===== config.mk =====
export PLATFORM = sky130hd
export DESIGN_NAME = ssf_top
export DESIGN_NICKNAME = d
export VERILOG_FILES = /design/src/core/ssf_pkg.sv /design/src/core/ssf_top.sv
export VERILOG_INCLUDE_DIRS = /design/src /design/src/core
export SDC_FILE = /design/constraint.sdc
export NUM_CORES = 1
export LEC_CHECK = 0
export BUFFER_PORTS_ARGS = -buffer_cell sky130_fd_sc_hd__buf_4
export CORE_MARGIN = 5
export CORE_UTILIZATION = 40
export DETAILED_ROUTE_END_ITERATION = 12
export GPL_ROUTABILITY_DRIVEN = 0
export GPL_TIMING_DRIVEN = 0
export PLACE_DENSITY = 0.61
export SLEW_MARGIN = 40
export SYNTH_ARGS = -nofsm -noshare
export SYNTH_HDL_FRONTEND = slang
export SYNTH_SLANG_ARGS = --single-unit

===== constraint.sdc =====
create_clock -name clk_i -period 5.9 [get_ports clk_i]
set_input_delay 0 -clock clk_i [delete_from_list [all_inputs] [get_ports clk_i]]
set_output_delay 0 -clock clk_i [all_outputs]
set_load 0.03 [all_outputs]

===== src/core/ssf_defs.svh =====
// Register offsets, field positions, mode codes and reset values for the sample buffer.
// Assumes a 7-bit internal register address and 8-bit register data.
`ifndef SSF_DEFS_SVH
`define SSF_DEFS_SVH

`define SSF_ADDR_W          7
`define SSF_DATA_W          8
`define SSF_ENTRY_W         40
`define SSF_DEPTH           32
`define SSF_PTR_W           5
`define SSF_LVL_W           6

`define SSF_OFF_INT_CFG     7'h0b
`define SSF_OFF_CTRL2       7'h11
`define SSF_OFF_CTRL3       7'h12
`define SSF_OFF_BUF_CTRL    7'h14
`define SSF_OFF_INT_SRC     7'h25
`define SSF_OFF_STATUS      7'h26
`define SSF_OFF_PRESS_LO    7'h28
`define SSF_OFF_PRESS_MID   7'h29
`define SSF_OFF_PRESS_HI    7'h2a
`define SSF_OFF_TEMP_LO     7'h2b
`define SSF_OFF_TEMP_HI     7'h2c

`define SSF_CTRL2_EN_BIT    6
`define SSF_CTRL2_STOP_BIT  5
`define SSF_CTRL3_FTH_BIT   4
`define SSF_CTRL3_OVR_BIT   3
`define SSF_INTSRC_IA_BIT   2
`define SSF_STAT_FTH_BIT    7
`define SSF_STAT_OVR_BIT    6
`define SSF_MODE_MSB        7
`define SSF_MODE_LSB        5
`define SSF_WTM_MSB         4
`define SSF_POS_PRESS_MID   8
`define SSF_POS_PRESS_HI    16
`define SSF_POS_TEMP_LO     24
`define SSF_POS_TEMP_HI     32

`define SSF_MODE_BYPASS     3'h0
`define SSF_MODE_FIFO       3'h1
`define SSF_MODE_STREAM     3'h2
`define SSF_MODE_S2F        3'h3
`define SSF_MODE_B2S        3'h4
`define SSF_MODE_DYN        3'h6
`define SSF_MODE_B2F        3'h7

`define SSF_RST_REG         8'h00
`define SSF_LVL_ONE         6'h01
`define SSF_LVL_TWO         6'h02
`define SSF_PTR_ONE         5'h01

`endif


===== src/core/ssf_pkg.sv =====
// Types shared by the sample buffer logic.
// Assumes ssf_defs.svh supplies all numeric constants.
package ssf_pkg;

  typedef enum logic [1:0] {
    SSF_EFF_BYPASS,
    SSF_EFF_STOP,
    SSF_EFF_STREAM,
    SSF_EFF_DYNAMIC
  } ssf_eff_mode_t;

endpackage : ssf_pkg


===== src/core/ssf_top.sv =====
// Sample buffer: 32 x 40-bit store of pressure/temperature pairs with its registers.
// Assumes a serial front end on clk_i that starts accesses with reg_start_i and
// a measurement chain and threshold generator on the same clock.
//
// How it works
// - Buffer holds 32 entries of 40 bits, pressure with matching temperature.
// - Enable bit in control_two gates buffer; three-bit mode field picks behaviour.
// - Watermark flag is unread count at or above watermark, zero if watermark zero.
// - Overrun flag sets whenever a stored unread entry is overwritten.
// - Six-bit fill level reports unread count, 0 empty, 32 full.
// - Bypass stores nothing; each result overwrites only the presented entry.
// - Writing bypass clears contents; host restarts by writing fifo mode.
// - Fifo mode stores results until full, then ignores new ones.
// - Stop-on-threshold limits depth to watermark plus one entries.
// - Stream mode accepts every result, dropping oldest when full.
// - Stream mode keeps last read entry; level steps 0 to 2 afterwards.
// - Overrun enable drives interrupt pin on full overwrite; oldest entry is lost.
// - Dynamic stream returns first new result next and counts only new samples.
// - Threshold enable drives watermark condition onto the interrupt pin.
// - Mode 011 streams while interrupt flag low, stops when full while high.
// - Mode 100 streams while interrupt flag high, bypass-cleared while low.
// - Mode 111 stops when full while flag high, bypass-cleared while low.
// - Reads present oldest entry in five output registers; single and burst.
// - Burst address auto-advances and wraps from 2Ch back to 28h.
// - Pressure is 24-bit two's complement, high 2Ah, middle 29h, low 28h.
`timescale 1ns/1ps
`include "ssf_defs.svh"

module ssf_buffer #(
  parameter int WIDTH = `SSF_ENTRY_W,
  parameter int DEPTH = `SSF_DEPTH,
  parameter int PW    = `SSF_PTR_W,
  parameter int LW    = `SSF_LVL_W
) (
  // Clock and reset
  input  wire logic             clk_i,
  input  wire logic             resetn_i,
  // Policy
  input  wire logic             clear_i,
  input  wire logic             overwrite_i,
  input  wire logic             retain_i,
  input  wire logic [LW-1:0]    limit_i,
  // Fill side
  input  wire logic             in_valid_i,
  output logic                  in_ready_o,
  input  wire logic [WIDTH-1:0] in_data_i,
  // Drain side
  output logic                  out_valid_o,
  input  wire logic             out_ready_i,
  output logic [WIDTH-1:0]      out_data_o,
  // Status
  output logic [LW-1:0]         level_o,
  output logic                  overrun_o
);

  logic [WIDTH-1:0] mem [DEPTH];
  logic [PW-1:0]    wr_ptr_q;
  logic [PW-1:0]    rd_ptr_q;
  logic [LW-1:0]    count_q;
  logic             retain_q;
  logic             full;
  logic             push;
  logic             pop;
  logic             drop;
  logic             rd_adv;

  assign full        = (count_q >= limit_i);
  assign in_ready_o  = !clear_i && (!full || overwrite_i);
  assign push        = in_valid_i && in_ready_o;
  assign drop        = push && full;
  assign out_valid_o = (count_q != '0);
  assign pop         = out_valid_o && out_ready_i && !clear_i;
  assign rd_adv      = pop || drop;
  assign out_data_o  = mem[rd_ptr_q];
  assign level_o     = count_q;
  assign overrun_o   = drop;

  always_ff @(posedge clk_i) begin
    if (push) begin
      mem[wr_ptr_q] <= in_data_i;
    end
  end

  always_ff @(posedge clk_i or negedge resetn_i) begin
    if (!resetn_i) begin
      wr_ptr_q <= '0;
      rd_ptr_q <= '0;
      count_q  <= '0;
    end else if (clear_i) begin
      wr_ptr_q <= '0;
      rd_ptr_q <= '0;
      count_q  <= '0;
    end else begin
      if (push) begin
        wr_ptr_q <= wr_ptr_q + `SSF_PTR_ONE;
      end
      if (push && retain_q) begin
        // Step back onto the entry that was read last
        rd_ptr_q <= rd_ptr_q - `SSF_PTR_ONE;
        count_q  <= `SSF_LVL_TWO;
      end else begin
        if (rd_adv) begin
          rd_ptr_q <= rd_ptr_q + `SSF_PTR_ONE;
        end
        if (push && !rd_adv) begin
          count_q <= count_q + `SSF_LVL_ONE;
        end else if (!push && rd_adv) begin
          count_q <= count_q - `SSF_LVL_ONE;
        end
      end
    end
  end

  // Dynamic stream never retains, so its level counts only new samples
  always_ff @(posedge clk_i or negedge resetn_i) begin
    if (!resetn_i) begin
      retain_q <= 1'b0;
    end else if (clear_i || !retain_i || push) begin
      retain_q <= 1'b0;
    end else if (pop && count_q == `SSF_LVL_ONE) begin
      retain_q <= 1'b1;
    end
  end

endmodule : ssf_buffer

module ssf_top (
  // Clock and reset
  input  wire logic                     clk_i,
  input  wire logic                     resetn_i,
  // Register port from the serial front end
  input  wire logic                     reg_start_i,
  input  wire logic [`SSF_ADDR_W-1:0]   reg_addr_i,
  input  wire logic                     reg_wr_i,
  input  wire logic [`SSF_DATA_W-1:0]   reg_wdata_i,
  input  wire logic                     reg_rd_i,
  output logic [`SSF_DATA_W-1:0]        reg_rdata_o,
  // Measurement chain results
  input  wire logic                     sample_valid_i,
  output logic                          sample_ready_o,
  input  wire logic [23:0]              pressure_i,
  input  wire logic [15:0]              temperature_i,
  // Threshold interrupt generator
  input  wire logic                     interrupt_active_flag_i,
  // Pin
  output logic                          interrupt_pin_o
);

  logic [`SSF_DATA_W-1:0]  int_cfg_q;
  logic [`SSF_DATA_W-1:0]  control_two_q;
  logic [`SSF_DATA_W-1:0]  control_three_q;
  logic [`SSF_DATA_W-1:0]  buf_ctrl_q;
  logic [`SSF_ADDR_W-1:0]  addr_q;
  logic [`SSF_ENTRY_W-1:0] last_q;
  logic                    overrun_flag_q;
  logic [`SSF_DATA_W-1:0]  rdata_q;

  logic [2:0]              buffer_mode_bits;
  logic [4:0]              watermark_level;
  logic                    buf_en;
  logic                    stop_on_threshold;
  logic                    overrun_irq_enable;
  logic                    threshold_irq_enable;
  logic                    ia;
  ssf_pkg::ssf_eff_mode_t  eff_mode;
  logic                    bypass;
  logic [`SSF_LVL_W-1:0]   limit;
  logic                    fifo_in_ready;
  logic                    fifo_out_valid;
  logic                    fifo_pop;
  logic [`SSF_ENTRY_W-1:0] fifo_head;
  logic [`SSF_LVL_W-1:0]   fill_level;
  logic                    fifo_drop;
  logic                    watermark_flag;
  logic [`SSF_ENTRY_W-1:0] cur_entry;
  logic [`SSF_DATA_W-1:0]  rdata_d;
  logic [`SSF_DATA_W-1:0]  status_byte;
  logic [`SSF_DATA_W-1:0]  int_src_byte;
  logic                    acc;
  logic                    wr_go;
  logic                    rd_go;
  logic                    wr_int_cfg;
  logic                    wr_ctrl2;
  logic                    wr_ctrl3;
  logic                    wr_buf_ctrl;

  assign buffer_mode_bits     = buf_ctrl_q[`SSF_MODE_MSB:`SSF_MODE_LSB];
  assign watermark_level      = buf_ctrl_q[`SSF_WTM_MSB:0];
  assign buf_en               = control_two_q[`SSF_CTRL2_EN_BIT];
  assign stop_on_threshold    = control_two_q[`SSF_CTRL2_STOP_BIT];
  assign overrun_irq_enable   = control_three_q[`SSF_CTRL3_OVR_BIT];
  assign threshold_irq_enable = control_three_q[`SSF_CTRL3_FTH_BIT];
  assign ia                   = interrupt_active_flag_i;

  // Effective behaviour; the flag-triggered modes resolve on the live flag
  always_comb begin
    eff_mode = ssf_pkg::SSF_EFF_BYPASS;
    if (buf_en) begin
      case (buffer_mode_bits)
        `SSF_MODE_BYPASS: eff_mode = ssf_pkg::SSF_EFF_BYPASS;
        `SSF_MODE_FIFO:   eff_mode = ssf_pkg::SSF_EFF_STOP;
        `SSF_MODE_STREAM: eff_mode = ssf_pkg::SSF_EFF_STREAM;
        `SSF_MODE_S2F: begin
          eff_mode = ia ? ssf_pkg::SSF_EFF_STOP : ssf_pkg::SSF_EFF_STREAM;
        end
        `SSF_MODE_B2S: begin
          eff_mode = ia ? ssf_pkg::SSF_EFF_STREAM : ssf_pkg::SSF_EFF_BYPASS;
        end
        `SSF_MODE_DYN:    eff_mode = ssf_pkg::SSF_EFF_DYNAMIC;
        `SSF_MODE_B2F: begin
          eff_mode = ia ? ssf_pkg::SSF_EFF_STOP : ssf_pkg::SSF_EFF_BYPASS;
        end
        default:          eff_mode = ssf_pkg::SSF_EFF_BYPASS;
      endcase
    end
  end

  assign bypass = (eff_mode == ssf_pkg::SSF_EFF_BYPASS);
  assign limit  = stop_on_threshold ? ({1'b0, watermark_level} + `SSF_LVL_ONE)
                                    : `SSF_LVL_W'(`SSF_DEPTH);

  // Start in the same cycle wins; nothing is accessed at the stale address
  assign wr_go       = reg_wr_i && !reg_start_i;
  assign rd_go       = reg_rd_i && !reg_start_i;
  assign wr_int_cfg  = wr_go && (addr_q == `SSF_OFF_INT_CFG);
  assign wr_ctrl2    = wr_go && (addr_q == `SSF_OFF_CTRL2);
  assign wr_ctrl3    = wr_go && (addr_q == `SSF_OFF_CTRL3);
  assign wr_buf_ctrl = wr_go && (addr_q == `SSF_OFF_BUF_CTRL);

  assign acc      = rd_go && (addr_q == `SSF_OFF_TEMP_HI);
  assign fifo_pop = acc && !bypass;

  ssf_buffer #(
    .WIDTH (`SSF_ENTRY_W),
    .DEPTH (`SSF_DEPTH),
    .PW    (`SSF_PTR_W),
    .LW    (`SSF_LVL_W)
  ) u_buffer (
    .clk_i       (clk_i),
    .resetn_i    (resetn_i),
    .clear_i     (bypass),
    .overwrite_i (eff_mode == ssf_pkg::SSF_EFF_STREAM ||
                  eff_mode == ssf_pkg::SSF_EFF_DYNAMIC),
    .retain_i    (eff_mode == ssf_pkg::SSF_EFF_STREAM),
    .limit_i     (limit),
    .in_valid_i  (sample_valid_i && !bypass),
    .in_ready_o  (fifo_in_ready),
    .in_data_i   ({temperature_i, pressure_i}),
    .out_valid_o (fifo_out_valid),
    .out_ready_i (fifo_pop),
    .out_data_o  (fifo_head),
    .level_o     (fill_level),
    .overrun_o   (fifo_drop)
  );

  // Stop mode refuses when full; the chain sees it and drops the result
  assign sample_ready_o = bypass || fifo_in_ready;

  // Empty buffer keeps showing the entry read or bypassed last
  assign cur_entry = (!bypass && fifo_out_valid) ? fifo_head : last_q;

  always_ff @(posedge clk_i or negedge resetn_i) begin
    if (!resetn_i) begin
      last_q <= '0;
    end else if (bypass && sample_valid_i) begin
      last_q <= {temperature_i, pressure_i};
    end else if (fifo_pop && fifo_out_valid) begin
      last_q <= fifo_head;
    end
  end

  assign watermark_flag = (watermark_level != '0) &&
                          (fill_level >= {1'b0, watermark_level});

  // Set wins over the clear that bypass applies
  always_ff @(posedge clk_i or negedge resetn_i) begin
    if (!resetn_i) begin
      overrun_flag_q <= 1'b0;
    end else if (fifo_drop) begin
      overrun_flag_q <= 1'b1;
    end else if (bypass) begin
      overrun_flag_q <= 1'b0;
    end
  end

  always_ff @(posedge clk_i or negedge resetn_i) begin
    if (!resetn_i) begin
      interrupt_pin_o <= 1'b0;
    end else begin
      interrupt_pin_o <= (overrun_irq_enable && overrun_flag_q) ||
                         (threshold_irq_enable && watermark_flag);
    end
  end

  // Access address: loaded at start, advanced after each access
  always_ff @(posedge clk_i or negedge resetn_i) begin
    if (!resetn_i) begin
      addr_q <= '0;
    end else if (reg_start_i) begin
      addr_q <= reg_addr_i;
    end else if (reg_rd_i || reg_wr_i) begin
      if (addr_q == `SSF_OFF_TEMP_HI) begin
        addr_q <= `SSF_OFF_PRESS_LO;
      end else begin
        addr_q <= addr_q + `SSF_ADDR_W'(1);
      end
    end
  end

  always_ff @(posedge clk_i or negedge resetn_i) begin
    if (!resetn_i) begin
      int_cfg_q <= `SSF_RST_REG;
    end else if (wr_int_cfg) begin
      int_cfg_q <= reg_wdata_i;
    end
  end

  always_ff @(posedge clk_i or negedge resetn_i) begin
    if (!resetn_i) begin
      control_two_q <= `SSF_RST_REG;
    end else if (wr_ctrl2) begin
      control_two_q <= reg_wdata_i;
    end
  end

  always_ff @(posedge clk_i or negedge resetn_i) begin
    if (!resetn_i) begin
      control_three_q <= `SSF_RST_REG;
    end else if (wr_ctrl3) begin
      control_three_q <= reg_wdata_i;
    end
  end

  always_ff @(posedge clk_i or negedge resetn_i) begin
    if (!resetn_i) begin
      buf_ctrl_q <= `SSF_RST_REG;
    end else if (wr_buf_ctrl) begin
      buf_ctrl_q <= reg_wdata_i;
    end
  end

  always_comb begin
    status_byte = {watermark_flag, overrun_flag_q, fill_level};
    int_src_byte = '0;
    int_src_byte[`SSF_INTSRC_IA_BIT] = ia;
    case (addr_q)
      `SSF_OFF_INT_CFG:   rdata_d = int_cfg_q;
      `SSF_OFF_CTRL2:     rdata_d = control_two_q;
      `SSF_OFF_CTRL3:     rdata_d = control_three_q;
      `SSF_OFF_BUF_CTRL:  rdata_d = buf_ctrl_q;
      `SSF_OFF_INT_SRC:   rdata_d = int_src_byte;
      `SSF_OFF_STATUS:    rdata_d = status_byte;
      `SSF_OFF_PRESS_LO:  rdata_d = cur_entry[`SSF_DATA_W-1:0];
      `SSF_OFF_PRESS_MID: rdata_d = cur_entry[`SSF_POS_PRESS_MID +: `SSF_DATA_W];
      `SSF_OFF_PRESS_HI:  rdata_d = cur_entry[`SSF_POS_PRESS_HI +: `SSF_DATA_W];
      `SSF_OFF_TEMP_LO:   rdata_d = cur_entry[`SSF_POS_TEMP_LO +: `SSF_DATA_W];
      `SSF_OFF_TEMP_HI:   rdata_d = cur_entry[`SSF_POS_TEMP_HI +: `SSF_DATA_W];
      default:            rdata_d = '0;
    endcase
  end

  always_ff @(posedge clk_i or negedge resetn_i) begin
    if (!resetn_i) begin
      rdata_q <= '0;
    end else if (rd_go) begin
      rdata_q <= rdata_d;
    end
  end

  assign reg_rdata_o = rdata_q;

endmodule : ssf_top

## Word level (Yosys, flattened, before mapping)

Memory sizes are Yosys's and may differ from the RTL's.
Index checks and enable logic that the tools add are counted.

| cells by class | value |
|---|---|
| $add $sub $neg | 7 |
| magnitude comparators | 2 |
| eq/ne operators | 20 |
| mux-type cells | 28 |
| reductions and logical operators | 47 |

Operator list:

| operator | number |
|---|---|
| 40-bit two-way mux | 3 |
| 8-bit case mux with 11 select lines | 1 |
| 7-bit by 6-bit equality test with 1-bit output (second input constant) | 7 |
| 6-bit two-way mux | 5 |
| 5-bit two-way mux | 5 |
| 1-bit logical AND | 23 |
| 7-bit by 5-bit equality test with 1-bit output (second input constant) | 3 |
| 7-bit two-way mux | 3 |
| 2-bit case mux with 6 select lines | 1 |
| 5-bit by 1-bit adder with 5-bit output (second input constant) | 2 |
| 2-bit nonzero test | 5 |
| 3-bit equality test (second input constant) | 3 |
| 1-bit logical OR | 8 |
| 7-bit by 1-bit adder with 7-bit output (second input constant) | 1 |
| 7-bit by 4-bit equality test with 1-bit output (second input constant) | 1 |
| 1-bit two-way mux | 7 |
| 5-bit by 1-bit adder with 6-bit output (second input constant) | 1 |
| 6-bit by 1-bit adder with 6-bit output (second input constant) | 1 |
| 3-bit by 2-bit equality test with 1-bit output (second input constant) | 2 |
| 6-bit by 1-bit equality test with 1-bit output (second input constant) | 1 |
| 6-bit by 5-bit greater-or-equal comparator with 1-bit output | 1 |
| 6-bit greater-or-equal comparator | 1 |
| 1-bit logical NOT | 6 |
| 2-bit two-way mux | 3 |
| 9 further kinds | 10 |

| storage, ports and cells | value |
|---|---|
| register bits after elaboration | 106 |
| memory bits (writable) | 1280 |
| input port bits | 62 |
| output and inout bits | 10 |
| word-level logic and storage cells | 118 |
| memories kept | 1 |

Memories:

| memory | words | width | rd ports | clocked after Yosys merged registers in | write ports | line | text |
|---|---|---|---|---|---|---|---|
| u_buffer.mem | 32 | 40 | 1 | 0 | 1 | ssf_top.sv:56 | `logic [WIDTH-1:0] mem [DEPTH];` |

## Logic depth before layout (Yosys ltp)

| depth | value |
|---|---|
| word-level depth | 15 |
| mapped depth | 17 |
| gate-level depth less buffers | 17 |

## Hierarchy

A second synthesis with hierarchy kept.

| second synthesis, totals | value |
|---|---|
| cells, all modules | 2540 |
| area, all modules | 55354.3 sq um |

Modules (own cells, without submodules):

| module | instances | cells each | area each (sq um) | seq. area each (sq um) |
|---|---|---|---|---|
| ssf_buffer | 1 | 2012 | 49909.1 | 38862.3 |
| ssf_top | 1 | 528 | 5445.2 | 2227.1 |

## Worst setup path before layout

No wires, ideal clock.

| timing | value |
|---|---|
| path kind | register to register |
| from | reg buf_ctrl_q[0] |
| to | mem u_buffer.mem[23][0] (netlist name), enable pin |
| setup time | 0.495 ns |
| arrival | 5.371 ns |
| data required time | 5.405 ns |
| path slack | 0.033 ns |
| cell stages (with the launch flop) | 13 |
| buffers on the path | 1 |
| clock period less this slack | 5.867 ns |
| path through | dfrtp_1 ha_1 nand3_1 xnor2_1 nand2_1 ha_1 or2_2 a21oi_1 o21ai_1 a21oi_1 clkbuf_1 nand3_1 nor3b_1 |

| on the way | value |
|---|---|
| longest elaborated chain between the ends | 9 |

RTL lines:

| element | line | text |
|---|---|---|
| from (decl) | ssf_top.sv:152 | `` logic [`SSF_DATA_W-1:0] buf_ctrl_q; `` |
| from (signal assigned) | ssf_top.sv:336 | `` buf_ctrl_q <= `SSF_RST_REG; `` |
| from (signal assigned) | ssf_top.sv:338 | `buf_ctrl_q <= reg_wdata_i;` |
| 5-bit by 1-bit adder with 6-bit output (no line) | - |  |
| 6-bit two-way mux | ssf_top.sv:219 | `` assign limit = stop_on_threshold ? ({1'b0, watermark_level} + `SSF_LVL_ONE) `` |
| 6-bit greater-or-equal comparator | ssf_top.sv:67 | `assign full = (count_q >= limit_i);` |
| 1-bit logical NOT | ssf_top.sv:68 | `assign in_ready_o = !clear_i && (!full \|\| overwrite_i);` |
| 1-bit logical OR | ssf_top.sv:68 |  |
| 1-bit logical AND | ssf_top.sv:68 |  |
| 1-bit logical AND | ssf_top.sv:69 | `assign push = in_valid_i && in_ready_o;` |
| 1-bit two-way mux | ssf_top.sv:79 | `if (push) begin` |
| 1-bit two-way mux (implied by the code) | ssf_top.sv:80 | `mem[wr_ptr_q] <= in_data_i;` |
| to (decl) | ssf_top.sv:56 |  |

Every way passes these cells.

## Worst setup path in the final report

| timing | value |
|---|---|
| from | reg buf_ctrl_q[0] |
| to | mem u_buffer.mem[7][16] (netlist name), enable pin |

Same word-level chain as after synthesis.

==> flow_summary.yaml <==
status:
  status: "complete, no violations"
global_route:
  grt_pass1_vias: 30900
  grt_max_degree: 66
  grt_overflow: 0
  gr-usage-met2_pct: 35.6
  grt_pass1_wl_microns: 245000
  gr-usage-all-layers_pct: 24.0
  top_usage_layer: "met2"
  grt_antenna_before_repair: 7
  use_met1_pct: 33.7
  use_met3_pct: 5.91
critical_path:
  worstPathArrival_ns: 5.50
  cpPeakStageDelay_ns: 0.55
  endpoint_kind: "flip-flop"
  critical_path.top_delay_family: "buffers and inverters"
  crit_slowest_cell: "nor3_2"
  path_class: "reg -> reg"
  critPathRequiredTime_ns: 6.38
  crit_path_cell_trace: "ha_1 -> nand3_1 -> xnor2_1 -> nand2_1 -> ha_1 -> or2_2 -> a21oi_1 -> o21ai_1 -> a21oi_1 -> clkbuf_1 -> nand3_1 -> nor3_2 -> buf_4 -> buf_2 -> buf_2 -> buf_4"
  worst-path-max-fanout: 10
  path_buf_inv: 5
  critPathLaunchType: "flip-flop"
clock_tree:
  cts_hold_buf: 87
  tritoncts: "built"
  root_buffer: "clkbuf_16"
  cts-buffers-inserted: 142
  clk_latency_ns: 0.79
  cts.repair.resized: 0
  clockBufferDepth: 3
  postCtsSetupBuffers: 0
  htree_levels: 4
  clock_sinks: 1386
  clkTransAtPathRegs_ns: 0.06
layout:
  post_route_cells_drive_above_1_share_pct: 26.0
  final_util_pct: 48.1
  fillers: 11200
  syn_to_final_growth_pct: 20.0
  fin_area_sq_um: 66000
  nets: 3374
sta:
  period_minus_slack_ns: 5.02
  rsz0062_at_grt: "false"
  finalHoldViolations: 0
  tightest_slew_ns: 0.984
  clock.fmax_mhz: 199
  setup_violations: 0
  slew_headroom_pct: 34.4
  finalCritPeriodShare_pct: 85.1
  fin_skew_ns: 0.0293
  holdWs_ns: 0.0422
  report.final.slew_viol_count: 0
routing:
  vias: 31900
  avgRoutedWirePerCell_microns: 33.8
  first_pass_iters: 9
  antenna_left: 0
  wirelength_microns: 175000
  drc_errors: 0
  viasPerCell: 6.13
  drtIter0Drc: 4920
die:
  dieArea_sq_um: 145000
  fp.dieH_microns: 381
  core-area_sq_um: 137000
  ios: 72
  rows: 136
  initial_core_util_pct: 40.1
  fp.dieW_microns: 381
logic_synthesis:
  synth_seq_area_share_pct: 74.7
  yosys_register_bits: 1386
  synth-async-reset-ratio_pct: 7.65
  synth_ff_type: "edfxtp_1"
  synthCells: 2853
  synth_cell_type_count: 68
  syn_area_per_cell_sq_um: 19.3
  synth_edf_count: 1280
  yosysMostFrequentCell: "edfxtp_1"
  synth_top_area_cell: "edfxtp_1"
  synth_common_cells: "edfxtp_1 (1280), mux4_2 (272), nand2_1 (222), mux2i_1 (133), dfrtp_1 (106)"
  synth_warnings: 0
  synth_area_leaders: "edfxtp_1 (70%), mux4_2 (11%), dfrtp_1 (4.8%)"
  synthDominantCellAreaShare_pct: 69.9
  netlist_area_sq_um: 55000
  synthesis.nets: 2941
placed_design:
  hpwl_microns: 121000
  io_buffers: 71
  dpl_cell_area_sq_um: 60800
pwr:
  cellPowerDensity_nw_per_um2: 301
  total_power_mw: 19.9
  ir_drop_mv: 0.190
  power.leakage_nw: 21.4
worst_hold_path:
  hold_path_class: "in -> reg"
flow_run:
  drv_cap: 0
[stage by stage]
step                setup slack [ns]  std cells  setup TNS (ns)
global placement               -5.58       4718        -2955.17
CTS                            0.929       5192               0
global route                   0.656       5193               0
floorplan                     0.0334       2853               0
finish                         0.880       5194               0
detailed placement             0.991       4849               0
[final timing paths]
path | depth (start not counted) | startpoint | slack (ns) | endpoint
max | 16 | buf_ctrl_q[0]$_DFFE_PN0P_ | 0.88 | u_buffer.mem[7][16]$_DFFE_PP_
min | 4 | reg_wdata_i[2] | 0.04 | buf_ctrl_q[2]$_DFFE_PN0P_
max reg2reg | 16 | buf_ctrl_q[0]$_DFFE_PN0P_ | 0.88 | u_buffer.mem[7][16]$_DFFE_PP_
min reg2reg | 2 | last_q[37]$_DFFE_PN0P_ | 0.49 | last_q[37]$_DFFE_PN0P_
max in group asynchronous | 4 | resetn_i | 5.18 | last_q[17]$_DFFE_PN0P_
min in group asynchronous | 4 | resetn_i | 0.35 | u_buffer.retain_q$_DFFE_PN0P_
[cells in the final DEF, fill, tap and decap left out, drive strengths merged, types with 58 or more instances in the layout]
cell         count
mux2i          133
clkinv          58
buf            290
clkbuf         264
dlygate4sd3     86
nor2            83
nand2          222
mux4           272
dfrtp          106
edfxtp        1280
[metal layers]
layer	part of all wire (%)	wire length, microns	vias up
met3	11	19500	395
met2	45	78100	2079
met4	5.1	8980	0
li1	-	-	12700
met1	39	68700	16700
met5	0	0	-
[cell type report]
| class | instances | area [sq um] | share of cell area (%) |
|---|---|---|---|
| flip-flops and latches | 1386 | 41100 | 62.2 |
| multi-input cells | 1280 | 13200 | 20.0 |
| repair buffers | 289 | 4090 | 6.20 |
| clock buffers | 182 | 3780 | 5.72 |
| well taps | 1794 | 2240 | 3.40 |
| plain buffers | 169 | 960 | 1.45 |
| clock inverters | 74 | 579 | 0.878 |
| inverters | 18 | 67.6 | 0.102 |
| diodes | 2 | 5.00 | 0.00758 |
[cell families (layout without fill, tap and decap cells)]
group | count (synthesis) | in the layout | share of synthesized area, %
flip-flops | 1386 | 1386 | 74.7
AND/OR/NAND/NOR | 420 | 420 | 3.38
other | 0 | 2 | 0
AO/OA/AOI/OAI | 370 | 370 | 4.89
XOR/XNOR | 15 | 15 | 0.239
buffers and inverters | 187 | 732 | 1.77
adder cells (fa/ha/maj) | 26 | 26 | 0.591
multiplexers | 449 | 449 | 14.5
[power by group]
group | switching, mW | internal, mW
sequential | 0.0545 | 10.8
combinational | 0.315 | 0.157
clock | 3.80 | 4.77
[sequential cells by signal, indices dropped and copies added (netlist names)]
| signal | cells |
|---|---|
| u_buffer.retain_q | 1 |
| buf_ctrl_q | 8 |
| control_two_q | 8 |
| addr_q | 7 |
| int_cfg_q | 8 |
| u_buffer.level_o | 6 |
| reg_rdata_o | 8 |
| overrun_flag_q | 1 |
| interrupt_pin_o | 1 |
| control_three_q | 8 |
| u_buffer.mem | 1280 |
| last_q | 40 |
| u_buffer.wr_ptr_q | 5 |
| u_buffer.rd_ptr_q | 5 |
[worst register-to-register path, delay by kind of cell (launching register included)]
family / cells / cell delay [ns]
AO/OA/AOI/OAI: 3 / 0.74
XOR/XNOR: 1 / 0.15
adder cells (fa/ha/maj): 2 / 0.45
buffers and inverters: 5 / 1.48
flip-flops: 1 / 0.49
AND/OR/NAND/NOR: 5 / 1.40
Note: power is estimated with default switching activity, not from simulation.
